File: config.mk
export PLATFORM = sky130hd
export DESIGN_NAME = spl_ctrl
export DESIGN_NICKNAME = d
export VERILOG_FILES = /design/src/hdl/spl_pkg.sv /design/src/hdl/spl_shift_if.sv /design/src/hdl/spl_ctrl.sv /design/src/hdl/spl_shifter.sv
export SDC_FILE = /design/constraint.sdc
export NUM_CORES = 1
export LEC_CHECK = 0
export BUFFER_PORTS_ARGS = -buffer_cell sky130_fd_sc_hd__buf_2
export CAP_MARGIN = 20
export CORE_UTILIZATION = 35
export CTS_CLUSTER_DIAMETER = 60
export DETAILED_ROUTE_END_ITERATION = 6
export GPL_ROUTABILITY_DRIVEN = 0
export PLACE_DENSITY = 0.52
export SYNTH_ARGS = -nofsm -noshare
export SYNTH_HDL_FRONTEND = slang
export SYNTH_SLANG_ARGS = --single-unit
File: constraint.sdc
create_clock -name clk_sys -period 6 [get_ports clk_sys]
set_input_delay 0.3 -clock clk_sys [delete_from_list [all_inputs] [get_ports clk_sys]]
set_output_delay 0.3 -clock clk_sys [all_outputs]
set_load 0.01 [all_outputs]
File: src/hdl/spl_pkg.sv
// Purpose: Constants, command codes and helpers for the sector protection host.
// Assumes: 20 MHz system clock, SPI mode 0 link, MSB first.
// Notes:   Byte k of every 16-byte map sits in bits 8k+7:8k.
// Behaviour
// - Program frame starts 3D 2A 7F FC
// - Sixteen data bytes follow, sector 0 first
// - Chip select rise starts busy program cycle
// - Only 00 or FF data bytes allowed; sector 0 byte is checked only as bit pairs 7:6 and 5:4
// - Protect read: 32 plus three dummy bytes
// - Chip select rise ends protect read
// - Limit register rewrites to 10,000
// - Lockdown frame 3D 2A 7F 30 plus address
// - Chip select rise starts busy lockdown
// - Lock read: 35 plus three dummy bytes
// - Chip select rise ends lock read
// - After power loss, reread and relock; the host does neither, and its maps read 0 after reset
// - Erase protect register before programming
package spl_pkg;
	// --------------------------------------------------------------
	// Timing
	// --------------------------------------------------------------
	localparam int         CLK_PERIOD_NS = 50;
	localparam int         SCK_PERIOD_NS = 400;
	localparam int         HALF_CYC      = (SCK_PERIOD_NS / 2 + CLK_PERIOD_NS - 1) / CLK_PERIOD_NS;
	localparam logic [3:0] HALF_M1       = 4'(HALF_CYC - 1);
	// --------------------------------------------------------------
	// Frame layout and opcodes
	// --------------------------------------------------------------
	localparam logic [4:0] HDR_BYTES = 5'h04;
	localparam logic [4:0] LEN_DATA  = 5'h14;
	localparam logic [4:0] LEN_LOCK  = 5'h07;
	localparam logic [4:0] LEN_ERASE = 5'h04;
	localparam logic [7:0] OP_PFX0     = 8'h3D;
	localparam logic [7:0] OP_PFX1     = 8'h2A;
	localparam logic [7:0] OP_PFX2     = 8'h7F;
	localparam logic [7:0] OP_PROG     = 8'hFC;
	localparam logic [7:0] OP_ERASE    = 8'hCF;
	localparam logic [7:0] OP_LOCK     = 8'h30;
	localparam logic [7:0] OP_RD_PROT  = 8'h32;
	localparam logic [7:0] OP_RD_LOCK  = 8'h35;
	localparam logic [7:0] OP_DUMMY    = 8'h00;
	localparam logic [7:0] BYTE_SET    = 8'hFF;
	localparam logic [7:0] BYTE_CLR    = 8'h00;
	localparam logic [15:0] CYCLE_LIMIT = 16'h2710;
	// --------------------------------------------------------------
	// Register map (byte addresses)
	// --------------------------------------------------------------
	localparam logic [7:0] REG_CTRL  = 8'h00;
	localparam logic [7:0] REG_STAT  = 8'h04;
	localparam logic [7:0] REG_ADDR  = 8'h08;
	localparam logic [7:0] REG_RSVD  = 8'h0C;
	localparam logic [1:0] GRP_CFG   = 2'b00;
	localparam logic [1:0] GRP_WDATA = 2'b01;
	localparam logic [1:0] GRP_PROT  = 2'b10;
	localparam int         CTRL_START = 8;
	localparam int         STAT_DONE  = 1;
	localparam int         STAT_ERR   = 2;

	typedef enum logic [2:0] {
		SPL_CMD_PROG   = 3'b000,
		SPL_CMD_RDPROT = 3'b001,
		SPL_CMD_LOCK   = 3'b010,
		SPL_CMD_RDLOCK = 3'b011,
		SPL_CMD_ERASE  = 3'b100
	} spl_cmd_t;

	typedef enum logic [2:0] {
		ST_IDLE  = 3'b000,
		ST_SETUP = 3'b001,
		ST_LOAD  = 3'b010,
		ST_BYTE  = 3'b011,
		ST_TAIL  = 3'b100,
		ST_WAIT  = 3'b101
	} spl_state_t;

	function automatic logic is_read(input logic [2:0] c);
		is_read = (c == SPL_CMD_RDPROT) || (c == SPL_CMD_RDLOCK);
	endfunction : is_read

	function automatic logic is_long(input logic [2:0] c);
		is_long = (c == SPL_CMD_PROG) || (c == SPL_CMD_LOCK) || (c == SPL_CMD_ERASE);
	endfunction : is_long

	function automatic logic [4:0] frame_len(input logic [2:0] c);
		case (c)
			SPL_CMD_LOCK:  frame_len = LEN_LOCK;
			SPL_CMD_ERASE: frame_len = LEN_ERASE;
			default:       frame_len = LEN_DATA;
		endcase
	endfunction : frame_len

	function automatic logic bytes_ok(input logic [127:0] v);
		bytes_ok = 1'b1;
		for (int k = 1; k < 16; k++) begin
			if (v[8*k +: 8] != BYTE_SET && v[8*k +: 8] != BYTE_CLR) begin
				bytes_ok = 1'b0;
			end
		end
		// Sector 0 halves go in bit pairs, low nibble is ignored
		if ((v[7] ^ v[6]) || (v[5] ^ v[4])) begin
			bytes_ok = 1'b0;
		end
	endfunction : bytes_ok
endpackage : spl_pkg

File: src/hdl/spl_shift_if.sv
// Purpose: Byte handshake between the frame sequencer and the bit shifter.
// Assumes: One clock domain.
// Notes:   start is taken only while busy is low.
`timescale 1ns/1ps
interface spl_shift_if;
	logic       start;
	logic [7:0] tx;
	logic [7:0] rx;
	logic       done;
	logic       busy;
	modport ctrl    (output start, output tx, input rx, input done, input busy);
	modport shifter (input start, input tx, output rx, output done, output busy);
endinterface : spl_shift_if

File: src/hdl/spl_ctrl.sv
// Purpose: APB-driven host for protection and lockdown register commands.
// Assumes: Device answers on serial_out; link clock is made here.
// Notes:   Busy time after a write frame is a fixed wait, no status poll.
//
// Local design decisions: the register offsets and register access over APB.
`timescale 1ns/1ps
module spl_ctrl #(
	parameter int PROGRAM_TIME_NS = 5000000,
	parameter int PROG_WAIT_CYC   = (PROGRAM_TIME_NS + spl_pkg::CLK_PERIOD_NS - 1)
	                                / spl_pkg::CLK_PERIOD_NS
) (
	input  wire logic        clk_sys,
	input  wire logic        sys_rst,
	input  wire logic        psel,
	input  wire logic        penable,
	input  wire logic        pwrite,
	input  wire logic [7:0]  paddr,
	input  wire logic [31:0] pwdata,
	output      logic [31:0] prdata,
	output      logic        pready,
	output      logic        pslverr,
	output      logic        chip_select_n,
	output      logic        serial_clock,
	output      logic        serial_in,
	input  wire logic        serial_out
);
	import spl_pkg::*;

	localparam logic [23:0] WAIT_LONG  = 24'(PROG_WAIT_CYC - 1);
	localparam logic [23:0] WAIT_SHORT = {20'h00000, HALF_M1};

	spl_shift_if sh_if ();

	spl_state_t   state;
	logic [2:0]   cmd_q;
	logic [4:0]   idx;
	logic [3:0]   gap;
	logic [23:0]  wcnt;
	logic [127:0] wvec;
	logic [127:0] prot_map;
	logic [127:0] lock_map;
	logic [23:0]  lock_addr;
	logic [15:0]  cyc_cnt;
	logic         erased;
	logic         done_f;
	logic         err;

	// --------------------------------------------------------------
	// APB decode
	// --------------------------------------------------------------
	wire        setup_ph = psel & ~penable;
	wire        wr       = psel & penable & pwrite;
	wire [1:0]  grp      = paddr[5:4];
	wire [1:0]  wsel     = paddr[3:2];
	wire        mapped   = (paddr[1:0] == 2'b00) && (paddr[7:6] == 2'b00)
	                       && (paddr != REG_RSVD);
	wire        busy     = (state != ST_IDLE);
	wire        wr_stat  = wr && (paddr == REG_STAT);
	wire        wr_free  = wr && !busy;
	wire [2:0]  req_cmd  = pwdata[2:0];
	wire        start_rq = wr && (paddr == REG_CTRL) && pwdata[CTRL_START];

	// Refuse rather than send a frame the device would mishandle
	wire bad_code = (req_cmd > SPL_CMD_ERASE);
	wire bad_prog = (req_cmd == SPL_CMD_PROG) && !erased;
	wire bad_data = (req_cmd == SPL_CMD_PROG) && !bytes_ok(wvec);
	wire bad_wear = ((req_cmd == SPL_CMD_PROG) || (req_cmd == SPL_CMD_ERASE))
	                && (cyc_cnt >= CYCLE_LIMIT);
	wire req_bad  = bad_code || bad_prog || bad_data || bad_wear;
	wire go       = start_rq && !busy && !req_bad;
	wire refuse   = start_rq && (busy || req_bad);

	wire [31:0] ctrl_word = {29'h0, cmd_q};
	wire [31:0] stat_word = {cyc_cnt, 12'h000, erased, err, done_f, busy};
	wire [31:0] cfg_word  = (wsel == 2'b00) ? ctrl_word :
	                        (wsel == 2'b01) ? stat_word :
	                        {8'h00, lock_addr};
	wire [31:0] rd_word   = !mapped          ? 32'h00000000 :
	                        (grp == GRP_CFG)   ? cfg_word :
	                        (grp == GRP_WDATA) ? wvec[{wsel, 5'h00} +: 32] :
	                        (grp == GRP_PROT)  ? prot_map[{wsel, 5'h00} +: 32] :
	                        lock_map[{wsel, 5'h00} +: 32];

	assign pready  = 1'b1;
	assign pslverr = psel && penable && !mapped;

	always_ff @(posedge clk_sys) begin
		if (sys_rst) begin
			prdata <= 32'h00000000;
		end else if (setup_ph) begin
			prdata <= rd_word;
		end
	end

	// Data and address are frozen while a frame is running
	always_ff @(posedge clk_sys) begin
		if (sys_rst) begin
			wvec      <= 128'h0;
			lock_addr <= 24'h000000;
		end else if (wr_free && mapped && grp == GRP_WDATA) begin
			wvec[{wsel, 5'h00} +: 32] <= pwdata;
		end else if (wr_free && paddr == REG_ADDR) begin
			lock_addr <= pwdata[23:0];
		end
	end

	// --------------------------------------------------------------
	// Frame sequencer
	// --------------------------------------------------------------
	wire        last_byte = (idx == frame_len(cmd_q) - 5'h01);
	wire [23:0] wait_lim  = is_long(cmd_q) ? WAIT_LONG : WAIT_SHORT;
	wire        frame_end = (state == ST_WAIT) && (wcnt == wait_lim);
	wire [3:0]  rx_pos    = 4'(idx - HDR_BYTES);
	wire        rx_take   = (state == ST_BYTE) && sh_if.done
	                        && is_read(cmd_q) && (idx >= HDR_BYTES);

	function automatic logic [7:0] tx_sel(input logic [2:0] c, input logic [4:0] i,
	                                      input logic [127:0] w, input logic [23:0] a);
		logic [3:0] b;
		b      = 4'(i - HDR_BYTES);
		tx_sel = OP_DUMMY;
		if (is_read(c)) begin
			if (i == 5'h00) begin
				tx_sel = (c == SPL_CMD_RDPROT) ? OP_RD_PROT : OP_RD_LOCK;
			end
		end else if (i < HDR_BYTES) begin
			case (i[1:0])
				2'b00:   tx_sel = OP_PFX0;
				2'b01:   tx_sel = OP_PFX1;
				2'b10:   tx_sel = OP_PFX2;
				default: tx_sel = (c == SPL_CMD_PROG) ? OP_PROG :
				                  (c == SPL_CMD_LOCK) ? OP_LOCK : OP_ERASE;
			endcase
		end else if (c == SPL_CMD_PROG) begin
			tx_sel = w[{b, 3'h0} +: 8];
		end else begin
			case (b)
				4'h0:    tx_sel = a[23:16];
				4'h1:    tx_sel = a[15:8];
				default: tx_sel = a[7:0];
			endcase
		end
	endfunction : tx_sel

	assign sh_if.start = (state == ST_LOAD);
	assign sh_if.tx    = tx_sel(cmd_q, idx, wvec, lock_addr);

	always_ff @(posedge clk_sys) begin
		if (sys_rst) begin
			state         <= ST_IDLE;
			chip_select_n <= 1'b1;
			cmd_q         <= SPL_CMD_PROG;
			idx           <= 5'h00;
			gap           <= 4'h0;
			wcnt          <= 24'h000000;
		end else begin
			case (state)
				ST_IDLE: begin
					if (go) begin
						cmd_q         <= req_cmd;
						chip_select_n <= 1'b0;
						idx           <= 5'h00;
						gap           <= 4'h0;
						state         <= ST_SETUP;
					end
				end
				ST_SETUP: begin
					gap <= gap + 4'h1;
					if (gap == HALF_M1) begin
						state <= ST_LOAD;
					end
				end
				ST_LOAD: state <= ST_BYTE;
				ST_BYTE: begin
					if (sh_if.done) begin
						gap <= 4'h0;
						// Full frame every time, so no sector is left unsent
						if (last_byte) begin
							state <= ST_TAIL;
						end else begin
							idx   <= idx + 5'h01;
							state <= ST_LOAD;
						end
					end
				end
				ST_TAIL: begin
					gap <= gap + 4'h1;
					if (gap == HALF_M1) begin
						chip_select_n <= 1'b1;
						wcnt          <= 24'h000000;
						state         <= ST_WAIT;
					end
				end
				ST_WAIT: begin
					// Hold off new frames until the device is done
					wcnt <= wcnt + 24'h000001;
					if (frame_end) begin
						state <= ST_IDLE;
					end
				end
				default: state <= ST_IDLE;
			endcase
		end
	end

	// Read bytes land in sector order, first byte is sector 0
	always_ff @(posedge clk_sys) begin
		if (sys_rst) begin
			prot_map <= 128'h0;
			lock_map <= 128'h0;
		end else if (rx_take && cmd_q == SPL_CMD_RDPROT) begin
			prot_map[{rx_pos, 3'h0} +: 8] <= sh_if.rx;
		end else if (rx_take) begin
			lock_map[{rx_pos, 3'h0} +: 8] <= sh_if.rx;
		end
	end

	// --------------------------------------------------------------
	// Status; a hardware set wins over a software clear
	// --------------------------------------------------------------
	wire wr_end = (state == ST_TAIL) && (gap == HALF_M1);
	wire wears  = (cmd_q == SPL_CMD_PROG) || (cmd_q == SPL_CMD_ERASE);

	always_ff @(posedge clk_sys) begin
		if (sys_rst) begin
			done_f  <= 1'b0;
			err     <= 1'b0;
			erased  <= 1'b0;
			cyc_cnt <= 16'h0000;
		end else begin
			done_f <= frame_end | (done_f & ~(wr_stat & pwdata[STAT_DONE]));
			err    <= refuse | (err & ~(wr_stat & pwdata[STAT_ERR]));
			if (wr_end && wears) begin
				erased  <= (cmd_q == SPL_CMD_ERASE);
				cyc_cnt <= cyc_cnt + 16'h0001;
			end
		end
	end

	spl_shifter spl_shifter_inst (
		.clk_sys      (clk_sys),
		.sys_rst      (sys_rst),
		.sh           (sh_if.shifter),
		.serial_clock (serial_clock),
		.serial_in    (serial_in),
		.serial_out   (serial_out)
	);

	// --------------------------------------------------------------
	// Checks
	// --------------------------------------------------------------
	logic [4:0] frame_bytes;
	always_ff @(posedge clk_sys) begin
		if (sys_rst || state == ST_IDLE) begin
			frame_bytes <= 5'h00;
		end else if (sh_if.done) begin
			frame_bytes <= frame_bytes + 5'h01;
		end
	end

	property p_prog_len;
		@(posedge clk_sys) disable iff (sys_rst)
		$rose(chip_select_n) && cmd_q == SPL_CMD_PROG |-> frame_bytes == 5'h14;
	endproperty
	a_prog_len: assert property (p_prog_len) else $error("program frame not 20 bytes");

	property p_lock_len;
		@(posedge clk_sys) disable iff (sys_rst)
		$rose(chip_select_n) && cmd_q == SPL_CMD_LOCK |-> frame_bytes == 5'h07;
	endproperty
	a_lock_len: assert property (p_lock_len) else $error("lockdown frame not 7 bytes");

	property p_read_len;
		@(posedge clk_sys) disable iff (sys_rst)
		$rose(chip_select_n) && is_read(cmd_q) |-> frame_bytes == 5'h14;
	endproperty
	a_read_len: assert property (p_read_len) else $error("read frame not 20 bytes");

	property p_first_byte;
		@(posedge clk_sys) disable iff (sys_rst)
		sh_if.start && idx == 5'h00 && !is_read(cmd_q) |-> sh_if.tx == 8'h3D;
	endproperty
	a_first_byte: assert property (p_first_byte) else $error("prefix byte wrong");

	property p_busy_hold;
		@(posedge clk_sys) disable iff (sys_rst)
		$rose(chip_select_n) && is_long(cmd_q) |-> (busy && chip_select_n) [*8];
	endproperty
	a_busy_hold: assert property (p_busy_hold) else $error("busy wait cut short");

	property p_refuse_busy;
		@(posedge clk_sys) disable iff (sys_rst)
		start_rq && busy |-> ##1 (err && $stable(cmd_q));
	endproperty
	a_refuse_busy: assert property (p_refuse_busy) else $error("start taken while busy");

	property p_data_legal;
		@(posedge clk_sys) disable iff (sys_rst)
		$fell(chip_select_n) && cmd_q == SPL_CMD_PROG |-> bytes_ok(wvec) && erased;
	endproperty
	a_data_legal: assert property (p_data_legal) else $error("illegal program frame sent");

	property p_wear;
		@(posedge clk_sys) disable iff (sys_rst)
		$fell(chip_select_n) && wears |-> cyc_cnt < CYCLE_LIMIT;
	endproperty
	a_wear: assert property (p_wear) else $error("rewrite limit exceeded");
endmodule : spl_ctrl

File: src/hdl/spl_shifter.sv
// Purpose: Shifts one byte out and in on a mode 0 serial link.
// Assumes: Link data from the device changes after the falling clock edge.
// Notes:   Clock is divided from clk_sys; idles low between bytes.
`timescale 1ns/1ps
module spl_shifter (
	input  wire logic clk_sys,
	input  wire logic sys_rst,
	spl_shift_if.shifter sh,
	output      logic serial_clock,
	output      logic serial_in,
	input  wire logic serial_out
);
	import spl_pkg::*;

	logic       so_meta;
	logic       so_sync;
	logic       active;
	logic [3:0] cnt;
	logic [2:0] bitn;
	logic [7:0] sreg;
	logic [7:0] rsh;

	assign sh.busy = active;
	wire   half_end = (cnt == HALF_M1);

	// Two stages because the device output is asynchronous to clk_sys
	always_ff @(posedge clk_sys) begin
		so_meta <= sys_rst ? 1'b0 : serial_out;
		so_sync <= sys_rst ? 1'b0 : so_meta;
	end

	always_ff @(posedge clk_sys) begin
		if (sys_rst) begin
			active       <= 1'b0;
			cnt          <= 4'h0;
			bitn         <= 3'h0;
			sreg         <= 8'h00;
			rsh          <= 8'h00;
			sh.rx        <= 8'h00;
			sh.done      <= 1'b0;
			serial_clock <= 1'b0;
			serial_in    <= 1'b0;
		end else if (!active) begin
			sh.done <= 1'b0;
			if (sh.start) begin
				active    <= 1'b1;
				sreg      <= sh.tx;
				serial_in <= sh.tx[7];
				cnt       <= 4'h0;
				bitn      <= 3'h0;
			end
		end else if (!half_end) begin
			cnt <= cnt + 4'h1;
		end else begin
			cnt <= 4'h0;
			if (!serial_clock) begin
				serial_clock <= 1'b1;
				rsh          <= {rsh[6:0], so_sync};
			end else begin
				serial_clock <= 1'b0;
				if (bitn == 3'h7) begin
					active  <= 1'b0;
					sh.done <= 1'b1;
					sh.rx   <= rsh;
				end else begin
					bitn      <= bitn + 3'h1;
					sreg      <= {sreg[6:0], 1'b0};
					serial_in <= sreg[6];
				end
			end
		end
	end

	// --------------------------------------------------------------
	// Checks
	// --------------------------------------------------------------
	property p_data_stable;
		@(posedge clk_sys) disable iff (sys_rst)
		serial_clock |-> $stable(serial_in);
	endproperty
	a_data_stable: assert property (p_data_stable) else $error("data moved while clock high");

	property p_high_phase;
		@(posedge clk_sys) disable iff (sys_rst)
		$rose(serial_clock) |-> serial_clock [*4] ##1 !serial_clock;
	endproperty
	a_high_phase: assert property (p_high_phase) else $error("clock high phase wrong");

	property p_byte_time;
		@(posedge clk_sys) disable iff (sys_rst)
		$rose(active) |-> ##64 (sh.done && !active);
	endproperty
	a_byte_time: assert property (p_byte_time) else $error("byte not done in 64 cycles");
endmodule : spl_shifter
==> results of run 1 <==
[cells in the final DEF, fill, tap and decap left out, types with 36 or more instances in the layout]
master and instances:
dfxtp_1 534, nand2_1 405, nor2_1 366, a21oi_1 299
mux2i_1 238, nand3_1 175, o21ai_0 118, mux4_2 108
buf_2 78, clkbuf_16 61, nand4_1 43, a22oi_1 42
a221oi_1 39, a31oi_1 36
[state kept, by name (all words and copies together) (netlist names), 3 cells and up]
name                    count
spl_shifter_inst.sh.rx      8
gap                         4
state                       3
spl_shifter_inst.rsh        8
wvec                      128
wcnt                       24
spl_shifter_inst.bitn       3
spl_shifter_inst.sreg       7
lock_map                  128
prdata                     32
cyc_cnt                    16
cmd_q                       3
idx                         5
lock_addr                  24
spl_shifter_inst.cnt        4
prot_map                  128
[worst max-delay path: stages (launching register included)]
cell	delay (ns)
dfxtp_1	0.76
inv_2	0.24
ha_1	0.54
clkinv_1	0.29
xnor2_1	0.72
nand2_1	0.86
nor2_2	0.77
mux2i_1	0.29
nor2_1	0.07
[repair_timing]
| action | CTS | global route |
|---|---|---|
| endpoints found under the hold margin | 124 | 0 |
| buffers inserted | 0 | 0 |
| setup endpoints to repair | 0 | 0 |
| hold buffers | 29 | 0 |
[layout make-up]
type / count / area [µm²]
repair buffers: 150 / 1060
fillers: 7410 / 44700
well taps: 969 / 1210
multi-input cells: 2203 / 14500
clock buffers: 90 / 1800
clock inverters: 17 / 256
inverters: 22 / 82.6
flip-flops and latches: 535 / 10700
[cell families (layout without fill, tap and decap cells)]
| logic type | count (synthesis) | in the layout |
|---|---|---|
| adder cells (fa/ha/maj) | 23 | 23 |
| other | 1 | 1 |
| XOR/XNOR | 19 | 19 |
| multiplexers | 356 | 356 |
| AND/OR/NAND/NOR | 1179 | 1179 |
| AO/OA/AOI/OAI | 625 | 625 |
| flip-flops | 535 | 535 |
| buffers and inverters | 272 | 279 |
[layer usage]
metal,track usage,share of wire
met1,0.338,0.43
met2,0.382,0.45
met3,0.0500,0.087
met4,0.0945,0.038
met5,0,0.00014
[power breakdown]
part	leakage, nW	internal, mW	total (mW)	switching [mW]
Combinational	4.75	0.120	0.403	0.283
Sequential	4.31	3.57	3.60	0.0253
Clock	1.01	2.24	3.83	1.59
[final timing paths]
path,endpoint,slack [ns],depth (start not counted)
worst min-delay path,lock_addr[0]$_SDFFE_PP0P_,0.04,3
worst max register to register,prot_map[42]$_SDFFE_PP0P_,1.27,8
worst min register to register,spl_shifter_inst.so_sync$_SDFF_PP0_,0.47,1
worst max-delay path,prot_map[42]$_SDFFE_PP0P_,1.27,8
[through the flow]
step                area [µm²]  hold slack, ns
floorplan                26300           0.414
global placement         27300           0.456
detailed placement       27300           0.450
CTS                      29600         0.00712
global route             29700          0.0548
finish                   29700          0.0384
==> metrics.txt, run 1 <==
outcome=finished with violations; failing checks=design-rule violations; area grow syn2layout=12.8%; leak pwr=10.1 nW; initial drt markers=roughly 3.0k; CTS tree=done; total power=between 7 and 8 mW; crit path time final=4.73 ns; Detailed Routing Iterations Pass 1=7; worst setup path start=idx[2]$_SDFFE_PP0P_; synthesized area=~26000 µm²; clock skew=approximately 0.019 ns; Post-synth top cells=535 x dfxtp_1, 405 x nand2_1, 367 x nor2_1; Synth Area in Simple Gates=0.206; endpoints failing hold=0; wire per inst=roughly 24 µm; count leader, synth=dfxtp_1; DRC viols=1; Initial Utilization=0.354; Synth area leaders=dfxtp_1 41%, mux4_2 9.3%, mux2i_1 9.1%; CTS sink count=535; largest area contributor in the netlist=dfxtp_1; Main synth FF type=dfxtp_1; mux contribution to synthesized area=0.188; sequential share of the synthesized area=0.407; worst min path class=in -> reg; Mapped Nets=between 3k and 4k; TritonCTS buffer count=between 60 and 70; EDFF count, synth=0; Post-DRT Antenna Nets=0; largest net degree at the start of global routing=165; All-Layer GR Usage=0.247; die extent in y=between 200 and 300 µm; clk slew on worst S/H paths=0.06 ns; post-layout util=0.399; Synth Instances=~3.0k; Syn Area/Cell=8.73 µm²; first-pass GRT wire length=~150000 µm; Warnings, synthesis=0; Vias/cell=5.94; initial antenna violation count=1; Place WS=about 1.5 ns; worst slew pin tran=about 1.2 ns; peak supply drop=around 0.23 mV; MaxCap Viol Count=0; Max-slew headroom=0.226; Inst Count DP=a little under 4k; Final Cycle Share=0.788; main combinational cell family by area after synthesis=simple AND/OR/NAND/NOR gates; RSZ-0062 raised after global routing=no; final setup violation count=0; clk root buf=clkbuf_16; power per standard cell area=about 260 nW/µm²; row cnt=100; f_max=between 200 and 250 MHz; Critical Path AT=between 5 and 6 ns; crit-path max FO=22; #FFs+latches synth=535; Net count, final=slightly above 3k; n_diodes=0; total grt overflow=0; die width=about 280 µm; layout cells sized above 1=0.129; CP Launch Type=flop; post-synthesis adder-cell area fraction=0.0109; dpl hpwl=between 60000 and 70000 µm; Fin Setup TNS=0 ns; kind of critical path=reg -> reg; number of vias in the routed layout=23.7k; DRT Wirelength=between 90000 and 100000 µm; die area=76200 µm²; unique cell type count in the Yosys netlist=between 70 and 80; Crit Reg-Reg Startpoint=idx[2]$_SDFFE_PP0P_; Yosys top cell area share=0.407; clk buf depth=3; vias in the first global route=22.2k; ys async rst share=0; # resized after CTS=0; clk_lat worst skew=roughly 0.65 ns; min-delay src=pwdata[0]; fin cells=roughly 4k; setup slack after layout=between 1 and 1.5 ns; Core Region=about 74000 µm²; complex-gate fraction of the synthesized area=0.141; CP required=between 6 and 7 ns; Synth Area in XOR/XNOR=0.00633; boundary pin count=83; Crit. End Element=flop; H-tree depth=2; port bufs=81; Max Slew Vio Count=0
(Power assumes the default switching activity.)
==> inputs of run 2 (changes only) <==
clock period = 4.66 ns   (was 6 ns; I/O delays follow)
==> run 2 against run 1 <==
The run now ends clean. Final cell count is 0.75% higher. Utilization increased by 0.42 points. Clock skew is 0.013 ns higher. Clock power increased by 37%. Flip-flop and latch count stayed put. Critical path depth unchanged. Design area rose by 1.0%. Global-route usage is 0.11 points higher. Routed wire length rose by 0.11%. Worst setup slack lost 0.14 ns. First-iteration DRC count is 14% lower. Critical path type unchanged. Critical endpoint is now lock_map[76]$_SDFFE_PP0P_. Largest cell class unchanged.
==> metrics.txt, run 2 (synthesized netlist as in run 1, its figures left out) <==
outcome=finished clean; fin area=30000 µm²; Critical Path AT=roughly 4.1 ns; CP Launch Type=flop; biggest regs=lock_map (128), prot_map (128), wvec (128); initial antenna violation count=7; TritonCTS buffer count=a little under 70; Post-DRT Antenna Nets=0; boundary pin count=83; endpoints failing hold=0; row cnt=100; clock skew=around 0.031 ns; leak pwr=between 10 and 15 nW; power per standard cell area=between 300 and 400 nW/µm²; die extent in y=between 200 and 300 µm; Net count, final=3065; Fin Hold WS=roughly 0.035 ns; worst slew pin tran=between 1 and 1.5 ns; die area=roughly 76000 µm²; dpl hpwl=a little under 70000 µm; DRC viols=0; Reg2Reg Setup Slack=roughly 1.1 ns; clk buf depth=3; DRT Wirelength=96900 µm; hold buffers post-CTS=30; first-pass GRT wire length=about 150000 µm; Max-slew headroom=0.189; vias in the first global route=between 20k and 25k; n_diodes=0; clk root buf=clkbuf_16; Placement Cell Area=around 27000 µm²; clk_lat worst skew=approximately 0.62 ns; Final Cycle Share=0.757; total power=roughly 10 mW; Core Region=74300 µm²; number of vias in the routed layout=between 20k and 25k; Fin Setup TNS=0 ns; Vias/cell=~6; final setup violation count=0; RSZ-0062 raised after global routing=no; f_max=about 280 MHz; kind of critical path=reg -> reg; layout cells sized above 1=0.137; total grt overflow=0; crit-path max FO=27; worst min path class=in -> reg; Crit. End Element=flop; Initial Utilization=0.354; All-Layer GR Usage=0.248; CTS sink count=roughly 540; peak supply drop=0.259 mV; most common cell after layout, fill and taps aside=dfxtp_1; clk slew on worst S/H paths=around 0.060 ns; CTS tree=done; die width=around 280 µm; wire per inst=between 20 and 25 µm; initial drt markers=around 2.6k; crit path time final=between 3 and 4 ns; Post-CTS Repair Setup Buffers=0; Detailed Routing Iterations Pass 1=6; port bufs=81; Max Slew Vio Count=0; largest net degree at the start of global routing=about 160; H-tree depth=3; # resized after CTS=0; area grow syn2layout=14.0%; commonest cells after routing, fill and taps aside=534 x dfxtp_1, 404 x nand2_1, 366 x nor2_1; CP required=a little over 5 ns; MaxCap Viol Count=0
## run 2: cell count changes in the layout (fill, tap and decap cells not counted), moves of 2 or more
cell and change:
buf_4 +15, clkbuf_16 +8, clkbuf_8 -4, clkinv_2 +4, clkinvlp_4 +3, inv_6 +3, and2_1 +2, and2_2 -2
buf_12 +2
## run 2: worst max-delay path, cell delays in order, from the launching register on
cell and delay [ns]:
dfxtp_4 0.43, inv_1 0.17, ha_1 0.45, nand2b_1 0.17, mux2i_2 0.50, nand2_1 0.70, nor2_1 0.76, nand2_1 0.12
a21oi_1 0.14
## run 2: metrics by stage
stage / util / instances / worst slack, ns
after floorplan: - / 3010 / 1.61
after global placement: 0.369 / 3861 / 1.26
after detailed placement: 0.369 / 3863 / 1.17
after CTS: 0.403 / 4014 / 1.17
after global routing: 0.403 / 4016 / 0.878
final: 0.403 / 4016 / 1.13
## run 2: path summary, 6_finish.rpt
check	end	from	cells after the start
worst min-delay path	wvec[36]$_SDFFE_PP0P_	pwdata[4]	3
worst max-delay path	lock_map[76]$_SDFFE_PP0P_	idx[0]$_SDFFE_PP0P_	8
worst max register to register	lock_map[76]$_SDFFE_PP0P_	idx[0]$_SDFFE_PP0P_	8
worst min register to register	spl_shifter_inst.so_sync$_SDFF_PP0_	spl_shifter_inst.so_meta$_SDFF_PP0_	1
## run 2: final cells by class
cell class              instances  area [µm²]
fillers                      7424       44400
multi-input cells            2203       14500
flip-flops and latches        535       10700
clock buffers                  95        1950
well taps                     969        1210
repair buffers                166        1190
clock inverters                26         270
inverters                      22        82.6
## run 2: metal layers
metal	global-route usage	wire (µm)	vias to the layer above
met5	0	61	-
met4	0.0984	3880	12
met3	0.0653	9350	239
met1	0.322	40100	11791
li1	-	-	10805
met2	0.390	43500	1115
## run 2: report_power, final
group          total, mW  leakage [nW]  switching, mW  internal (mW)
sequential          4.63          4.31         0.0339           4.60
clock               5.24          1.09           2.12           3.12
combinational      0.531          4.84          0.373          0.158
total               10.4          10.2           2.53           7.88
